### config.mk
export PLATFORM = sky130hd
export DESIGN_NAME = sfp_pin_if
export DESIGN_NICKNAME = d
export VERILOG_FILES = /design/src/core/sfp_pkg.sv /design/src/core/sfp_buf2.sv /design/src/core/sfp_pin_if.sv
export SDC_FILE = /design/constraint.sdc
export NUM_CORES = 1
export LEC_CHECK = 0
export ABC_AREA = 0
export BUFFER_PORTS_ARGS = -buffer_cell sky130_fd_sc_hd__buf_4
export CORE_ASPECT_RATIO = 0.5
export CORE_MARGIN = 2
export CORE_UTILIZATION = 26
export DETAILED_ROUTE_END_ITERATION = 16
export HOLD_SLACK_MARGIN = 0.03
export SYNTH_ARGS = -nofsm -noshare
export SYNTH_HDL_FRONTEND = slang
export SYNTH_HIERARCHICAL = 1
export SYNTH_SLANG_ARGS = --single-unit
### constraint.sdc
create_clock -name i_clk_sys -period 9.21 [get_ports i_clk_sys]
set_clock_uncertainty 0.05 [all_clocks]
set_input_delay 1.3815 -clock i_clk_sys [delete_from_list [all_inputs] [get_ports i_clk_sys]]
set_output_delay 1.3815 -clock i_clk_sys [all_outputs]
set_load 0.005 [all_outputs]
### src/core/sfp_pkg.sv
package sfp_pkg;

  // lane width of one serial clock edge
  typedef enum logic [1:0] {
    SFP_W1,
    SFP_W2,
    SFP_W4
  } sfp_width_t;

  // bus protocol chosen by the configuration logic
  typedef enum logic [1:0] {
    SFP_PROTO_EXT,
    SFP_PROTO_DUAL,
    SFP_PROTO_QUAD
  } sfp_proto_t;

  // link state as seen from the select and reset pins
  typedef enum logic [1:0] {
    SFP_ST_RESET,
    SFP_ST_IDLE,
    SFP_ST_SEL,
    SFP_ST_HOLD
  } sfp_state_t;

  // positions inside the synchroniser vector
  localparam int unsigned SYNC_W      = 8;
  localparam int unsigned IDX_DQ0     = 0;
  localparam int unsigned IDX_DQ1     = 1;
  localparam int unsigned IDX_DQ2     = 2;
  localparam int unsigned IDX_DQ3     = 3;
  localparam int unsigned IDX_SCLK    = 4;
  localparam int unsigned IDX_CS_N    = 5;
  localparam int unsigned IDX_RESET_N = 6;
  localparam int unsigned IDX_VPP     = 7;

  // pause enable bit in both configuration registers
  localparam int unsigned HOLD_EN_BIT = 4;

  // byte geometry and fill values
  localparam int unsigned BYTE_W      = 8;
  localparam logic [3:0]  BYTE_BITS   = 4'h8;
  localparam logic [7:0]  TX_IDLE_BYTE = 8'hFF;
  localparam logic [3:0]  OE_ALL_OFF  = 4'hF;
  localparam logic [3:0]  OE_W1       = 4'hD;
  localparam logic [3:0]  OE_W2       = 4'hC;
  localparam logic [3:0]  OE_W4       = 4'h0;
  // select, reset pin and serial clock all idle high, so no false edge after reset
  localparam logic [SYNC_W-1:0] SYNC_RST = 8'h70;

endpackage

### src/core/sfp_buf2.sv
`timescale 1ns/1ps
// two-entry buffer, every output straight from a flop
module sfp_buf2 #(
  parameter int unsigned WIDTH = 8
) (
  input  wire logic             i_clk_sys,
  input  wire logic             i_rst,
  input  wire logic             i_in_valid,
  input  wire logic [WIDTH-1:0] i_in_data,
  output logic                  o_in_ready,
  output logic                  o_out_valid,
  output logic [WIDTH-1:0]      o_out_data,
  input  wire logic             i_out_ready
);

  logic [WIDTH-1:0] head_reg, head_next;   // word presented to the drain
  logic             head_v_reg, head_v_next;
  logic [WIDTH-1:0] tail_reg, tail_next;   // second word, kept on stall
  logic             tail_v_reg, tail_v_next;
  logic             ready_reg, ready_next;
  logic             push;
  logic             pop;

  // next values: push only while the tail is free
  always_comb begin
    push        = i_in_valid & ready_reg;
    pop         = head_v_reg & i_out_ready;
    head_next   = head_reg;
    head_v_next = head_v_reg;
    tail_next   = tail_reg;
    tail_v_next = tail_v_reg;
    if (pop) begin
      // promote tail, else take the incoming word
      if (tail_v_reg) begin
        head_next   = tail_reg;
        tail_v_next = 1'b0;
      end else begin
        head_next   = i_in_data;
        head_v_next = push;
      end
    end else if (push) begin
      if (!head_v_reg) begin
        head_next   = i_in_data;
        head_v_next = 1'b1;
      end else begin
        tail_next   = i_in_data;
        tail_v_next = 1'b1;
      end
    end
    ready_next = ~tail_v_next;
  end

  // registers
  always_ff @(posedge i_clk_sys) begin
    if (i_rst) begin
      head_reg   <= '0;
      head_v_reg <= 1'b0;
      tail_reg   <= '0;
      tail_v_reg <= 1'b0;
      ready_reg  <= 1'b1;
    end else begin
      head_reg   <= head_next;
      head_v_reg <= head_v_next;
      tail_reg   <= tail_next;
      tail_v_reg <= tail_v_next;
      ready_reg  <= ready_next;
    end
  end

  assign o_in_ready  = ready_reg;
  assign o_out_valid = head_v_reg;
  assign o_out_data  = head_reg;

endmodule

### src/core/sfp_pin_if.sv
`timescale 1ns/1ps
// Contract
// - capture input bits on serial clock rise
// - change driven read data on clock fall
// - deselected means primary output high impedance
// - deselected drops to standby unless busy
// - select low gives active power state
// - single transfers take bits from line zero
// - fast reads turn line one bidirectional
// - dual/quad programs sample line one
// - dual protocol uses lines zero, one
// - supply-run in quad falls back single
// - line two bidirectional in quad transfers
// - receivers live unless line driven
// - quad line three ignores pause, reset
// - reset pin low forces reset, hi-z
// - pause freezes clock, line one hi-z
// - pause disabled by config bit four
module sfp_pin_if
  import sfp_pkg::*;
(
  input  wire logic        i_clk_sys,
  input  wire logic        i_rst,
  input  wire logic        i_sclk,
  input  wire logic        i_cs_n,
  input  wire logic [3:0]  i_dq,
  input  wire logic        i_reset_n,
  input  wire logic        i_vpp_high,
  output logic [3:0]       o_dq,
  output logic [3:0]       o_dq_oe_n,
  input  wire logic [1:0]  i_protocol,
  input  wire logic [1:0]  i_width,
  input  wire logic        i_dir_out,
  input  wire logic        i_busy,
  input  wire logic [7:0]  i_nvcfg,
  input  wire logic [7:0]  i_vecfg,
  output logic             o_rx_valid,
  output logic [7:0]       o_rx_data,
  input  wire logic        i_rx_ready,
  output logic             o_rx_overrun,
  input  wire logic        i_tx_valid,
  input  wire logic [7:0]  i_tx_data,
  output logic             o_tx_ready,
  output logic             o_standby,
  output logic             o_active,
  output logic             o_hold
);

  // step in bits for one clock edge
  function automatic logic [3:0] width_step(input sfp_width_t w);
    unique case (w)
      SFP_W1: width_step = 4'h1;
      SFP_W2: width_step = 4'h2;
      SFP_W4: width_step = 4'h4;
      default: width_step = 4'h1;
    endcase
  endfunction

  // shift lanes in below the byte, upper line taken as the higher bit
  function automatic logic [7:0] shift_in(input logic [7:0] sh, input logic [3:0] ln, input sfp_width_t w);
    unique case (w)
      SFP_W1: shift_in = {sh[6:0], ln[0]};
      SFP_W2: shift_in = {sh[5:0], ln[1:0]};
      SFP_W4: shift_in = {sh[3:0], ln[3:0]};
      default: shift_in = sh;
    endcase
  endfunction

  // top bits of the byte placed on the lanes
  function automatic logic [3:0] lanes_out(input logic [7:0] sh, input sfp_width_t w);
    unique case (w)
      SFP_W1: lanes_out = {2'h0, sh[7], 1'h0};
      SFP_W2: lanes_out = {2'h0, sh[7:6]};
      SFP_W4: lanes_out = sh[7:4];
      default: lanes_out = 4'h0;
    endcase
  endfunction

  // synchroniser stages; stage one is read only by stage two
  logic [SYNC_W-1:0] s1_reg;
  logic [SYNC_W-1:0] s2_reg;
  logic [SYNC_W-1:0] s3_reg;

  // two-flop crossing plus one delay stage for edge finding
  always_ff @(posedge i_clk_sys) begin
    if (i_rst) begin
      s1_reg <= SYNC_RST;
      s2_reg <= SYNC_RST;
      s3_reg <= SYNC_RST;
    end else begin
      s1_reg <= {i_vpp_high, i_reset_n, i_cs_n, i_sclk, i_dq};
      s2_reg <= s1_reg;
      s3_reg <= s2_reg;
    end
  end

  logic       sclk_rise;   // serial clock rising edge seen
  logic       sclk_fall;   // serial clock falling edge seen
  logic       cs_fall;     // select high-to-low edge seen
  logic       cs_n_s;      // synchronised select
  logic       rst_n_s;     // synchronised hardware reset
  logic       vpp_s;       // synchronised enhanced supply
  logic [3:0] dq_s;        // synchronised data lines
  sfp_width_t eff_width;   // lane width actually used
  logic       quad_lines;  // lines two and three carry data
  logic       hold_en;     // pause function armed
  logic       hold_req;    // pause requested on line three

  // pin decode and protocol resolution
  always_comb begin
    sclk_rise = s2_reg[IDX_SCLK] & ~s3_reg[IDX_SCLK];
    sclk_fall = ~s2_reg[IDX_SCLK] & s3_reg[IDX_SCLK];
    cs_n_s    = s2_reg[IDX_CS_N];
    cs_fall   = ~s2_reg[IDX_CS_N] & s3_reg[IDX_CS_N];
    rst_n_s   = s2_reg[IDX_RESET_N];
    vpp_s     = s2_reg[IDX_VPP];
    dq_s      = s2_reg[IDX_DQ3:IDX_DQ0];
    unique case (sfp_proto_t'(i_protocol))
      SFP_PROTO_DUAL: eff_width = SFP_W2;
      SFP_PROTO_QUAD: eff_width = vpp_s ? SFP_W1 : SFP_W4;
      SFP_PROTO_EXT:  eff_width = (i_width == 2'h2) ? SFP_W4 : ((i_width == 2'h1) ? SFP_W2 : SFP_W1);
      default:        eff_width = SFP_W1;
    endcase
    quad_lines = (eff_width == SFP_W4);
    hold_en    = i_nvcfg[HOLD_EN_BIT] & i_vecfg[HOLD_EN_BIT];
    hold_req   = hold_en & ~quad_lines & ~dq_s[IDX_DQ3];
  end

  sfp_state_t state_reg, state_next;  // link state
  logic       standby_reg, standby_next;
  logic       active_reg, active_next;
  logic       hold_reg, hold_next;

  // link state machine
  always_comb begin
    state_next = state_reg;
    unique case (state_reg)
      SFP_ST_RESET: begin
        if (rst_n_s) begin
          state_next = SFP_ST_IDLE;
        end
      end
      SFP_ST_IDLE: begin
        // only a select fall opens traffic
        if (cs_fall) begin
          state_next = SFP_ST_SEL;
        end
      end
      SFP_ST_SEL: begin
        if (cs_n_s) begin
          state_next = SFP_ST_IDLE;
        end else if (hold_req) begin
          state_next = SFP_ST_HOLD;
        end
      end
      SFP_ST_HOLD: begin
        if (cs_n_s) begin
          state_next = SFP_ST_IDLE;
        end else if (!hold_req) begin
          state_next = SFP_ST_SEL;
        end
      end
    endcase
    if (!rst_n_s) begin
      state_next = SFP_ST_RESET;
    end
    // standby only when no internal cycle
    standby_next = (state_next == SFP_ST_IDLE || state_next == SFP_ST_RESET) & ~i_busy;
    active_next  = (state_next == SFP_ST_SEL || state_next == SFP_ST_HOLD);
    hold_next    = (state_next == SFP_ST_HOLD);
  end

  // link state registers
  always_ff @(posedge i_clk_sys) begin
    if (i_rst) begin
      state_reg   <= SFP_ST_RESET;
      standby_reg <= 1'b0;
      active_reg  <= 1'b0;
      hold_reg    <= 1'b0;
    end else begin
      state_reg   <= state_next;
      standby_reg <= standby_next;
      active_reg  <= active_next;
      hold_reg    <= hold_next;
    end
  end

  logic       live;                      // selected and not paused
  logic [7:0] rx_sh_reg, rx_sh_next;     // incoming byte
  logic [3:0] rx_cnt_reg, rx_cnt_next;   // bits collected
  logic       push_reg, push_next;       // byte into buffer
  logic [7:0] push_d_reg, push_d_next;
  logic       ovr_reg, ovr_next;         // byte lost on full buffer
  logic       buf_ready;                 // buffer can take a byte
  logic [3:0] rx_sum;

  // receive path
  always_comb begin
    live        = (state_reg == SFP_ST_SEL);
    rx_sh_next  = rx_sh_reg;
    rx_cnt_next = rx_cnt_reg;
    push_next   = 1'b0;
    push_d_next = push_d_reg;
    ovr_next    = ovr_reg;
    rx_sum      = rx_cnt_reg + width_step(eff_width);
    if (!active_reg) begin
      rx_cnt_next = 4'h0;
    end
    if (live && sclk_rise && !i_dir_out) begin
      // line zero; line one added for wide programs
      // earliest bits end up on top
      rx_sh_next = shift_in(rx_sh_reg, dq_s, eff_width);
      if (rx_sum >= BYTE_BITS) begin
        rx_cnt_next = 4'h0;
        push_next   = 1'b1;
        push_d_next = rx_sh_next;
      end else begin
        rx_cnt_next = rx_sum;
      end
    end
    // lost byte wins over the clear at select
    if (push_reg && !buf_ready) begin
      ovr_next = 1'b1;
    end else if (state_reg == SFP_ST_IDLE && cs_fall) begin
      ovr_next = 1'b0;
    end
  end

  // receive registers
  always_ff @(posedge i_clk_sys) begin
    if (i_rst) begin
      rx_sh_reg  <= 8'h00;
      rx_cnt_reg <= 4'h0;
      push_reg   <= 1'b0;
      push_d_reg <= 8'h00;
      ovr_reg    <= 1'b0;
    end else begin
      rx_sh_reg  <= rx_sh_next;
      rx_cnt_reg <= rx_cnt_next;
      push_reg   <= push_next;
      push_d_reg <= push_d_next;
      ovr_reg    <= ovr_next;
    end
  end

  // buffer between the link and the byte consumer
  sfp_buf2 #(
    .WIDTH (BYTE_W)
  ) u_rx_buf (
    .i_clk_sys   (i_clk_sys),
    .i_rst       (i_rst),
    .i_in_valid  (push_reg),
    .i_in_data   (push_d_reg),
    .o_in_ready  (buf_ready),
    .o_out_valid (o_rx_valid),
    .o_out_data  (o_rx_data),
    .i_out_ready (i_rx_ready)
  );

  logic [7:0] hold_b_reg, hold_b_next;   // next byte to send
  logic       hold_f_reg, hold_f_next;   // next byte present
  logic [7:0] tx_sh_reg, tx_sh_next;     // byte being sent
  logic [3:0] tx_cnt_reg, tx_cnt_next;   // bits left in shifter
  logic [3:0] dq_reg, dq_next;
  logic [3:0] oe_n_reg, oe_n_next;
  logic       tx_rdy_reg, tx_rdy_next;
  logic [7:0] load_b;
  logic [3:0] step;

  // transmit path
  always_comb begin
    hold_b_next = hold_b_reg;
    hold_f_next = hold_f_reg;
    tx_sh_next  = tx_sh_reg;
    tx_cnt_next = tx_cnt_reg;
    dq_next     = dq_reg;
    oe_n_next   = oe_n_reg;
    step        = width_step(eff_width);
    load_b      = hold_f_reg ? hold_b_reg : TX_IDLE_BYTE;
    if (i_tx_valid && tx_rdy_reg) begin
      hold_b_next = i_tx_data;
      hold_f_next = 1'b1;
    end
    // drive new bits on the falling edge
    // line one turns output for fast reads
    if (live && sclk_fall && i_dir_out) begin
      if (tx_cnt_reg == 4'h0) begin
        dq_next     = lanes_out(load_b, eff_width);
        tx_sh_next  = load_b << step;
        tx_cnt_next = BYTE_BITS - step;
        hold_f_next = (i_tx_valid && tx_rdy_reg);
      end else begin
        dq_next     = lanes_out(tx_sh_reg, eff_width);
        tx_sh_next  = tx_sh_reg << step;
        tx_cnt_next = tx_cnt_reg - step;
      end
      unique case (eff_width)
        SFP_W1: oe_n_next = OE_W1;
        SFP_W2: oe_n_next = OE_W2;
        SFP_W4: oe_n_next = OE_W4;
        default: oe_n_next = OE_ALL_OFF;
      endcase
    end
    if (!live || !i_dir_out) begin
      oe_n_next   = OE_ALL_OFF;
      tx_cnt_next = active_reg ? tx_cnt_reg : 4'h0;
    end
    tx_rdy_next = ~hold_f_next;
  end

  // transmit registers
  always_ff @(posedge i_clk_sys) begin
    if (i_rst) begin
      hold_b_reg <= 8'h00;
      hold_f_reg <= 1'b0;
      tx_sh_reg  <= 8'h00;
      tx_cnt_reg <= 4'h0;
      dq_reg     <= 4'h0;
      oe_n_reg   <= OE_ALL_OFF;
      tx_rdy_reg <= 1'b0;
    end else begin
      hold_b_reg <= hold_b_next;
      hold_f_reg <= hold_f_next;
      tx_sh_reg  <= tx_sh_next;
      tx_cnt_reg <= tx_cnt_next;
      dq_reg     <= dq_next;
      oe_n_reg   <= oe_n_next;
      tx_rdy_reg <= tx_rdy_next;
    end
  end

  assign o_dq         = dq_reg;
  assign o_dq_oe_n    = oe_n_reg;
  assign o_tx_ready   = tx_rdy_reg;
  assign o_rx_overrun = ovr_reg;
  assign o_standby    = standby_reg;
  assign o_active     = active_reg;
  assign o_hold       = hold_reg;

  a_push_after_rise: assert property (@(posedge i_clk_sys) disable iff (i_rst)
    $rose(push_reg) |-> $past(sclk_rise)) else $error("byte pushed without clock rise");
  a_dq_on_fall: assert property (@(posedge i_clk_sys) disable iff (i_rst)
    $changed(dq_reg) |-> $past(sclk_fall)) else $error("data line changed off falling edge");
  a_desel_hiz: assert property (@(posedge i_clk_sys) disable iff (i_rst)
    (state_reg == SFP_ST_IDLE) |=> (oe_n_reg == OE_ALL_OFF)) else $error("driving while deselected");
  a_standby_idle: assert property (@(posedge i_clk_sys) disable iff (i_rst)
    (state_reg == SFP_ST_IDLE && $past(state_reg) == SFP_ST_IDLE && !$past(i_busy)) |-> standby_reg)
    else $error("no standby while idle");
  a_select_active: assert property (@(posedge i_clk_sys) disable iff (i_rst)
    (state_reg == SFP_ST_IDLE && cs_fall && rst_n_s) |=> active_reg ##1 (state_reg != SFP_ST_RESET))
    else $error("select fall not active");
  a_vpp_single: assert property (@(posedge i_clk_sys) disable iff (i_rst)
    (i_protocol == 2'h2 && vpp_s) |-> (step == 4'h1)) else $error("supply run kept quad lanes");
  a_rx_gated: assert property (@(posedge i_clk_sys) disable iff (i_rst)
    (i_dir_out && $past(i_dir_out)) |=> !$rose(push_reg)) else $error("sampled while driving");
  a_quad_no_hold: assert property (@(posedge i_clk_sys) disable iff (i_rst)
    (state_reg == SFP_ST_SEL && quad_lines && !cs_n_s && rst_n_s) |=> (state_reg != SFP_ST_HOLD))
    else $error("pause taken in quad");
  a_reset_hiz: assert property (@(posedge i_clk_sys) disable iff (i_rst)
    !rst_n_s |=> (state_reg == SFP_ST_RESET) ##1 (oe_n_reg == OE_ALL_OFF)) else $error("reset pin not obeyed");
  a_hold_dq1_hiz: assert property (@(posedge i_clk_sys) disable iff (i_rst)
    (state_reg == SFP_ST_HOLD) |=> oe_n_reg[IDX_DQ1]) else $error("line one driven in pause");
  a_hold_cfg_off: assert property (@(posedge i_clk_sys) disable iff (i_rst)
    (state_reg == SFP_ST_SEL && !(i_nvcfg[HOLD_EN_BIT] && i_vecfg[HOLD_EN_BIT])) |=> (state_reg != SFP_ST_HOLD))
    else $error("pause taken while disabled");

endmodule

After elaboration in Yosys (flattened, before gate mapping) --
Cells that the tools add are included.
Storage, ports and cells: logic and storage cells 134, output and inout port bits 22, bits of input ports 42, bits in registers 98
Operators by class: order comparisons 1, add/sub/neg operators 3, bitwise logic cells 19, mux-type cells 41, equal/unequal tests 16, shift-type cells 2, reduce and logical (&&, ||, !) cells 28
Operators by type and width (number):
- two-way mux 8 bit | 6
- one-hot mux 4 bit (3 select lines) | 3
- two-way mux 4 bit | 7
- one-hot mux 8 bit (3 select lines) | 1
- two-way mux 2 bit | 8
- << shifter 8 x 4 -> 8 bit | 2
- equality test 2 bit, second input constant | 7
- two-way mux 1 bit | 13
- equality test 2 x 1 -> 1 bit, second input constant | 5
- inverter 1 bit | 10
- AND 1 bit | 9
- zero test 2 bit | 4
- one-hot mux 2 bit (4 select lines) | 1
- AND reduction 2 bit | 4
- logical AND 1 bit | 7
- != test 2 bit, second input constant | 3
- one-hot mux 2 bit (3 select lines) | 1
- one-hot mux 3 bit (2 select lines) | 1
- nonzero test 2 bit | 3
- adder 4 bit | 1
- greater-or-equal comparator 4 bit, second input constant | 1
- zero test 4 bit | 1
- OR reduction 2 bit | 2
- subtractor 4 bit | 1
- other kinds (5) | 9

Logic depth before layout (Yosys ltp) --
depth after elaboration 15, mapped depth 13

Modules after synthesis --
Netlist, hierarchy kept.
By module, submodules not included:
- sfp_pin_if | sequential area each 1481.4 µm², cells an instance 390, area an instance 3402.0 µm², instances 1
- sfp_buf2 | sequential area each 380.4 µm², cells an instance 101, area an instance 857.1 µm², instances 1

Worst setup path after synthesis --
Ideal clock, no wire load.
path type input to register, start point input i_protocol[1], end point register push_d_reg[4], data required time 9069 ps, arrival time 3826 ps, setup time 91 ps, cell stages on the path 13, path slack 5243 ps, path through nor2b_1 > a21oi_1 > or2_2 > ha_1 > buf_2 > inv_1 > ha_1 > a21o_1 > a21oi_1 > xnor2_1 > clkbuf_1 > a21oi_1 > a311oi_1
On the way: longest elaborated chain between the ends 7
RTL lines:
- start, declared | line sfp_pin_if.sv:31 | input wire logic [1:0] i_protocol,
- equality test 2 bit (tied with other cells) | line sfp_pin_if.sv:118 | unique case (sfp_proto_t'(i_protocol))
- one-hot mux 2 bit (3 select lines) (*) | line sfp_pin_if.sv:118
- equality test 2 bit or equality test 2 x 1 -> 1 bit (tied branches) | line sfp_pin_if.sv:51, sfp_pin_if.sv:61
- one-hot mux 3 bit (2 select lines) | line sfp_pin_if.sv:51 | unique case (w)
- adder 4 bit | line sfp_pin_if.sv:205 | rx_sum = rx_cnt_reg + width_step(eff_width);
- greater-or-equal comparator 4 bit | line sfp_pin_if.sv:213 | if (rx_sum >= BYTE_BITS) begin
- AND reduction 2 bit (no line)
- end signal, assigned | line sfp_pin_if.sv:241 | push_d_reg <= push_d_next;
- end, declared | line sfp_pin_if.sv:192 | logic [7:0] push_d_reg, push_d_next;
Mark *: on every way between the ends. The rest lies on a longest branch, timed or not. A chain may end at the register's enable or synchronous reset.

Worst setup path in the final report --
Ends and elaborated chain as after synthesis.

==> run_summary.xml <==
<?xml version="1.0" encoding="UTF-8"?>
<metrics>
  <group name="outcome">
    <metric name="outcome" unit="">finished clean</metric>
  </group>
  <group name="clocking">
    <metric name="worst_setup_hold_path_clk_slew" unit="ps">60</metric>
    <metric name="ctsHtreeMaxLevel" unit="">3</metric>
    <metric name="cts_buffers" unit="">9</metric>
    <metric name="cts_resized" unit="">0</metric>
    <metric name="postCtsSetupBuffers" unit="">0</metric>
    <metric name="cts_tree" unit="">yes</metric>
    <metric name="clkSinkCount" unit="">93</metric>
    <metric name="clock_insertion_delay_worst_skew" unit="ps">340</metric>
    <metric name="cts-root-to-sink-buffers" unit="">2</metric>
    <metric name="postCtsHoldBufs" unit="">0</metric>
    <metric name="ctsRootBufferMaster" unit="">sky130_fd_sc_hd__clkbuf_16</metric>
  </group>
  <group name="synthesis">
    <metric name="netlist.top_cell.by_area" unit="">sky130_fd_sc_hd__dfxtp_1</metric>
    <metric name="synthMostInstantiatedCell" unit="">sky130_fd_sc_hd__dfxtp_1</metric>
    <metric name="synth_top_area_share" unit="%">43.7</metric>
    <metric name="synth.area.top_cells" unit="">sky130_fd_sc_hd__dfxtp_1 (44%), sky130_fd_sc_hd__a21oi_1 (6.5%), sky130_fd_sc_hd__nand2_1 (4.5%)</metric>
    <metric name="synth_ff_type" unit="">sky130_fd_sc_hd__dfxtp_1</metric>
    <metric name="ys.warnings.count" unit="">6</metric>
    <metric name="synthesized_area" unit="mm^2">0.00426</metric>
    <metric name="synthDistinctLibCells" unit="">57</metric>
    <metric name="register_area_share_after_synthesis" unit="%">43.7</metric>
    <metric name="synth-edff-count" unit="">0</metric>
    <metric name="synth.cells.most_frequent" unit="">sky130_fd_sc_hd__dfxtp_1 (93), sky130_fd_sc_hd__a21oi_1 (55), sky130_fd_sc_hd__nand2_1 (51)</metric>
    <metric name="syn-num-nets" unit="">545</metric>
    <metric name="synth_cells" unit="">491</metric>
    <metric name="synth_seq_cells" unit="">93</metric>
    <metric name="synth_async_sr_flop_share" unit="%">0</metric>
    <metric name="syn_area_per_cell" unit="um^2">8.67</metric>
  </group>
  <group name="worst_hold_path">
    <metric name="hold_path_class" unit="">reg2reg</metric>
    <metric name="whs_path_depth" unit="">1</metric>
    <metric name="hold_path.startpoint" unit="">s1_reg[6]$_SDFF_PP1_</metric>
    <metric name="holdPathEnd" unit="">s2_reg[6]$_SDFF_PP1_</metric>
  </group>
  <group name="timing">
    <metric name="setup_tns" unit="ps">0</metric>
    <metric name="final.hold.worst_slack" unit="ps">358</metric>
    <metric name="fin_ws" unit="ps">4910</metric>
    <metric name="report.final.setup_viol" unit="">0</metric>
    <metric name="layout_worst_path_cycle_share" unit="%">46.7</metric>
    <metric name="slew_viol_final" unit="">0</metric>
    <metric name="post-route-min-period" unit="ps">4300</metric>
    <metric name="hold_violations" unit="">0</metric>
    <metric name="worstMarginPinSlew" unit="ps">1070</metric>
    <metric name="grt_setup_unrepaired" unit="">no</metric>
    <metric name="maxSlewHeadroom" unit="%">28.9</metric>
    <metric name="achievable-frequency" unit="MHz">233</metric>
  </group>
  <group name="routing">
    <metric name="route.vias.total" unit="">3445</metric>
    <metric name="violation_count_after_the_first_detailed_routing_iteration" unit="">158</metric>
    <metric name="drt_first_pass_iters" unit="">4</metric>
    <metric name="route.final.wire_length" unit="mm">9.37</metric>
    <metric name="route.detailed.drc" unit="">0</metric>
    <metric name="drtAntennaViolNets" unit="">0</metric>
    <metric name="viasPerCell" unit="">4.61</metric>
    <metric name="post_drt_wl_per_cell" unit="um">12.5</metric>
  </group>
  <group name="final_layout">
    <metric name="post_route_cells_drive_above_1_share" unit="%">15.9</metric>
    <metric name="diodes" unit="">0</metric>
    <metric name="layout.core_utilization" unit="%">31.4</metric>
    <metric name="final_cell_area" unit="mm^2">0.00507</metric>
    <metric name="nNetsFinal" unit="">570</metric>
    <metric name="multi_input_comb_area" unit="mm^2">0.00218</metric>
    <metric name="ff_latch_area" unit="mm^2">0.00186</metric>
    <metric name="filler_cell_count" unit="">1732</metric>
    <metric name="layoutNonFillerInstCount" unit="">748</metric>
    <metric name="flow.area_growth_from_synthesis" unit="%">19.2</metric>
  </group>
  <group name="floorplan">
    <metric name="fp.dieArea" unit="mm^2">0.0175</metric>
    <metric name="pin_count" unit="">64</metric>
    <metric name="fp.dieW" unit="um">185</metric>
    <metric name="floorplan.initialDensity" unit="%">26.3</metric>
    <metric name="core.rowCount" unit="">33</metric>
    <metric name="core_area" unit="mm^2">0.0162</metric>
    <metric name="fp.dieH" unit="um">94.5</metric>
  </group>
  <group name="power">
    <metric name="share_seq_of_total_power" unit="%">47.1</metric>
    <metric name="p_clk_share" unit="%">45.3</metric>
    <metric name="switchingPower" unit="mW">0.193</metric>
    <metric name="switching_share" unit="%">22.1</metric>
    <metric name="intPower" unit="mW">0.684</metric>
    <metric name="leakage" unit="nW">1.95</metric>
    <metric name="vdd_drop_max" unit="uV">84.5</metric>
    <metric name="power.density" unit="mW/mm^2">173</metric>
    <metric name="p_comb_share" unit="%">7.6</metric>
    <metric name="report.power.total" unit="mW">0.877</metric>
  </group>
  <group name="critical_path">
    <metric name="critical_path.reg2reg.endpoint" unit="">push_d_reg[4]$_SDFFE_PP0P_</metric>
    <metric name="worst_ep_required_time" unit="ps">9390</metric>
    <metric name="crit-reg2reg-launch" unit="">s2_reg[7]$_SDFF_PP0_</metric>
    <metric name="r2r.worst_path.cells" unit="">11</metric>
    <metric name="timing.critical_path.from_type" unit="">primary input</metric>
    <metric name="cp.arrival" unit="ps">4480</metric>
    <metric name="crit_path_max_fanout" unit="">14</metric>
    <metric name="ff2ff_setup_slack" unit="ps">5810</metric>
    <metric name="timing_worst_setup_path_type" unit="">in2reg</metric>
    <metric name="timing.critical_path.to_type" unit="">flip-flop</metric>
  </group>
  <group name="global_routing">
    <metric name="antenna_found_initial" unit="">0</metric>
    <metric name="grt_max_degree" unit="">89</metric>
    <metric name="wire_length_of_the_first_global_routing_pass" unit="mm">15.8</metric>
    <metric name="groute.usage.overall" unit="%">11.1</metric>
    <metric name="grt_pass1_vias" unit="">3214</metric>
    <metric name="grt_overflow_total" unit="">0</metric>
  </group>
  <group name="placed_design">
    <metric name="portBuffers" unit="">49</metric>
    <metric name="placedCellCount" unit="">732</metric>
    <metric name="place.gp.congestion" unit="">0.799</metric>
    <metric name="dp_worst_setup_slack" unit="ps">4610</metric>
    <metric name="dp.final_hpwl" unit="mm">6.36</metric>
    <metric name="postPlaceCellArea" unit="mm^2">0.00475</metric>
  </group>
  <group name="run">
    <metric name="max_cap_violations" unit="">0</metric>
  </group>
</metrics>
[worst max path at each step]
stage                   from                          to  slack, ps  depth (start not counted)
2_1_floorplan  i_protocol[1]  push_d_reg[4]$_SDFFE_PP0P_       5240                         13
3_3_place_gp   i_protocol[1]  push_d_reg[7]$_SDFFE_PP0P_       4680                         12
3_5_place_dp   i_protocol[1]  push_d_reg[4]$_SDFFE_PP0P_       4610                         12
4_1_cts        i_protocol[1]  push_d_reg[4]$_SDFFE_PP0P_       4940                         12
5_1_grt        i_protocol[1]  push_d_reg[0]$_SDFFE_PP0P_       4610                         12
6_report       i_protocol[1]  push_d_reg[4]$_SDFFE_PP0P_       4910                         12
[worst max-delay path: stages]
cell and delay, ps:
sky130_fd_sc_hd__buf_4 110, sky130_fd_sc_hd__nor2_1 100, sky130_fd_sc_hd__a21oi_1 60, sky130_fd_sc_hd__or2_2 310, sky130_fd_sc_hd__ha_1 460, sky130_fd_sc_hd__inv_1 310
sky130_fd_sc_hd__ha_1 250, sky130_fd_sc_hd__a21o_1 130, sky130_fd_sc_hd__a21oi_1 100, sky130_fd_sc_hd__xnor2_1 810, sky130_fd_sc_hd__a21oi_1 160, sky130_fd_sc_hd__a311oi_1 300
[power groups by stage]
stage               sequential [mW]  clock, mW  combinational, mW
detailed placement            0.422          0             0.0663
CTS                           0.413      0.410             0.0667
floorplan                     0.420          0             0.0468
global route                  0.414      0.428             0.0745
finish                        0.413      0.398             0.0665
global placement              0.422          0             0.0656
[layout by cell type, fill, tap and decap left out, types with 5 or more instances in the layout]
cell,instances
sky130_fd_sc_hd__a311oi_1,7
sky130_fd_sc_hd__nor2_1,45
sky130_fd_sc_hd__buf_4,50
sky130_fd_sc_hd__nor4_1,7
sky130_fd_sc_hd__or2_2,10
sky130_fd_sc_hd__nand2_1,51
sky130_fd_sc_hd__a222oi_1,6
sky130_fd_sc_hd__mux2i_1,5
sky130_fd_sc_hd__nand2b_1,9
sky130_fd_sc_hd__nor2b_1,19
sky130_fd_sc_hd__inv_1,13
sky130_fd_sc_hd__dfxtp_1,93
sky130_fd_sc_hd__clkbuf_16,9
sky130_fd_sc_hd__ha_1,10
sky130_fd_sc_hd__a211oi_1,17
sky130_fd_sc_hd__and2b_1,6
sky130_fd_sc_hd__a21oi_1,55
sky130_fd_sc_hd__o21ai_0,15
sky130_fd_sc_hd__nand3_1,22
sky130_fd_sc_hd__nor3_1,9
[final cells by class]
type,instances,share of cell area [%]
Multi-Input combinational cell,349,42.9
Clock inverter,5,1.65
Timing Repair Buffer,50,7.40
Tap cell,227,5.60
Inverter,13,0.962
Sequential cell,93,36.7
Clock buffer,11,4.78
[per-layer routing]
layer	GRT usage (%)	vias to the layer above	part of all wire [%]
met2	18.4	48	46
met1	14.3	1596	50
li1	-	1791	-
met3	2.97	10	3.2
met4	3.24	0	1.1
met5	0	-	0
[kinds of logic after synthesis]
| family | count (synthesis) | share of synthesized area, % |
|---|---|---|
| compound gates | 127 | 19.6 |
| xor+xnor | 4 | 0.823 |
| fa+ha+maj | 12 | 3.88 |
| buf+inv | 49 | 5.14 |
| flops | 93 | 43.7 |
| mux | 10 | 3.47 |
| simple gates | 196 | 23.4 |
Power figures use the tool's default switching activity.
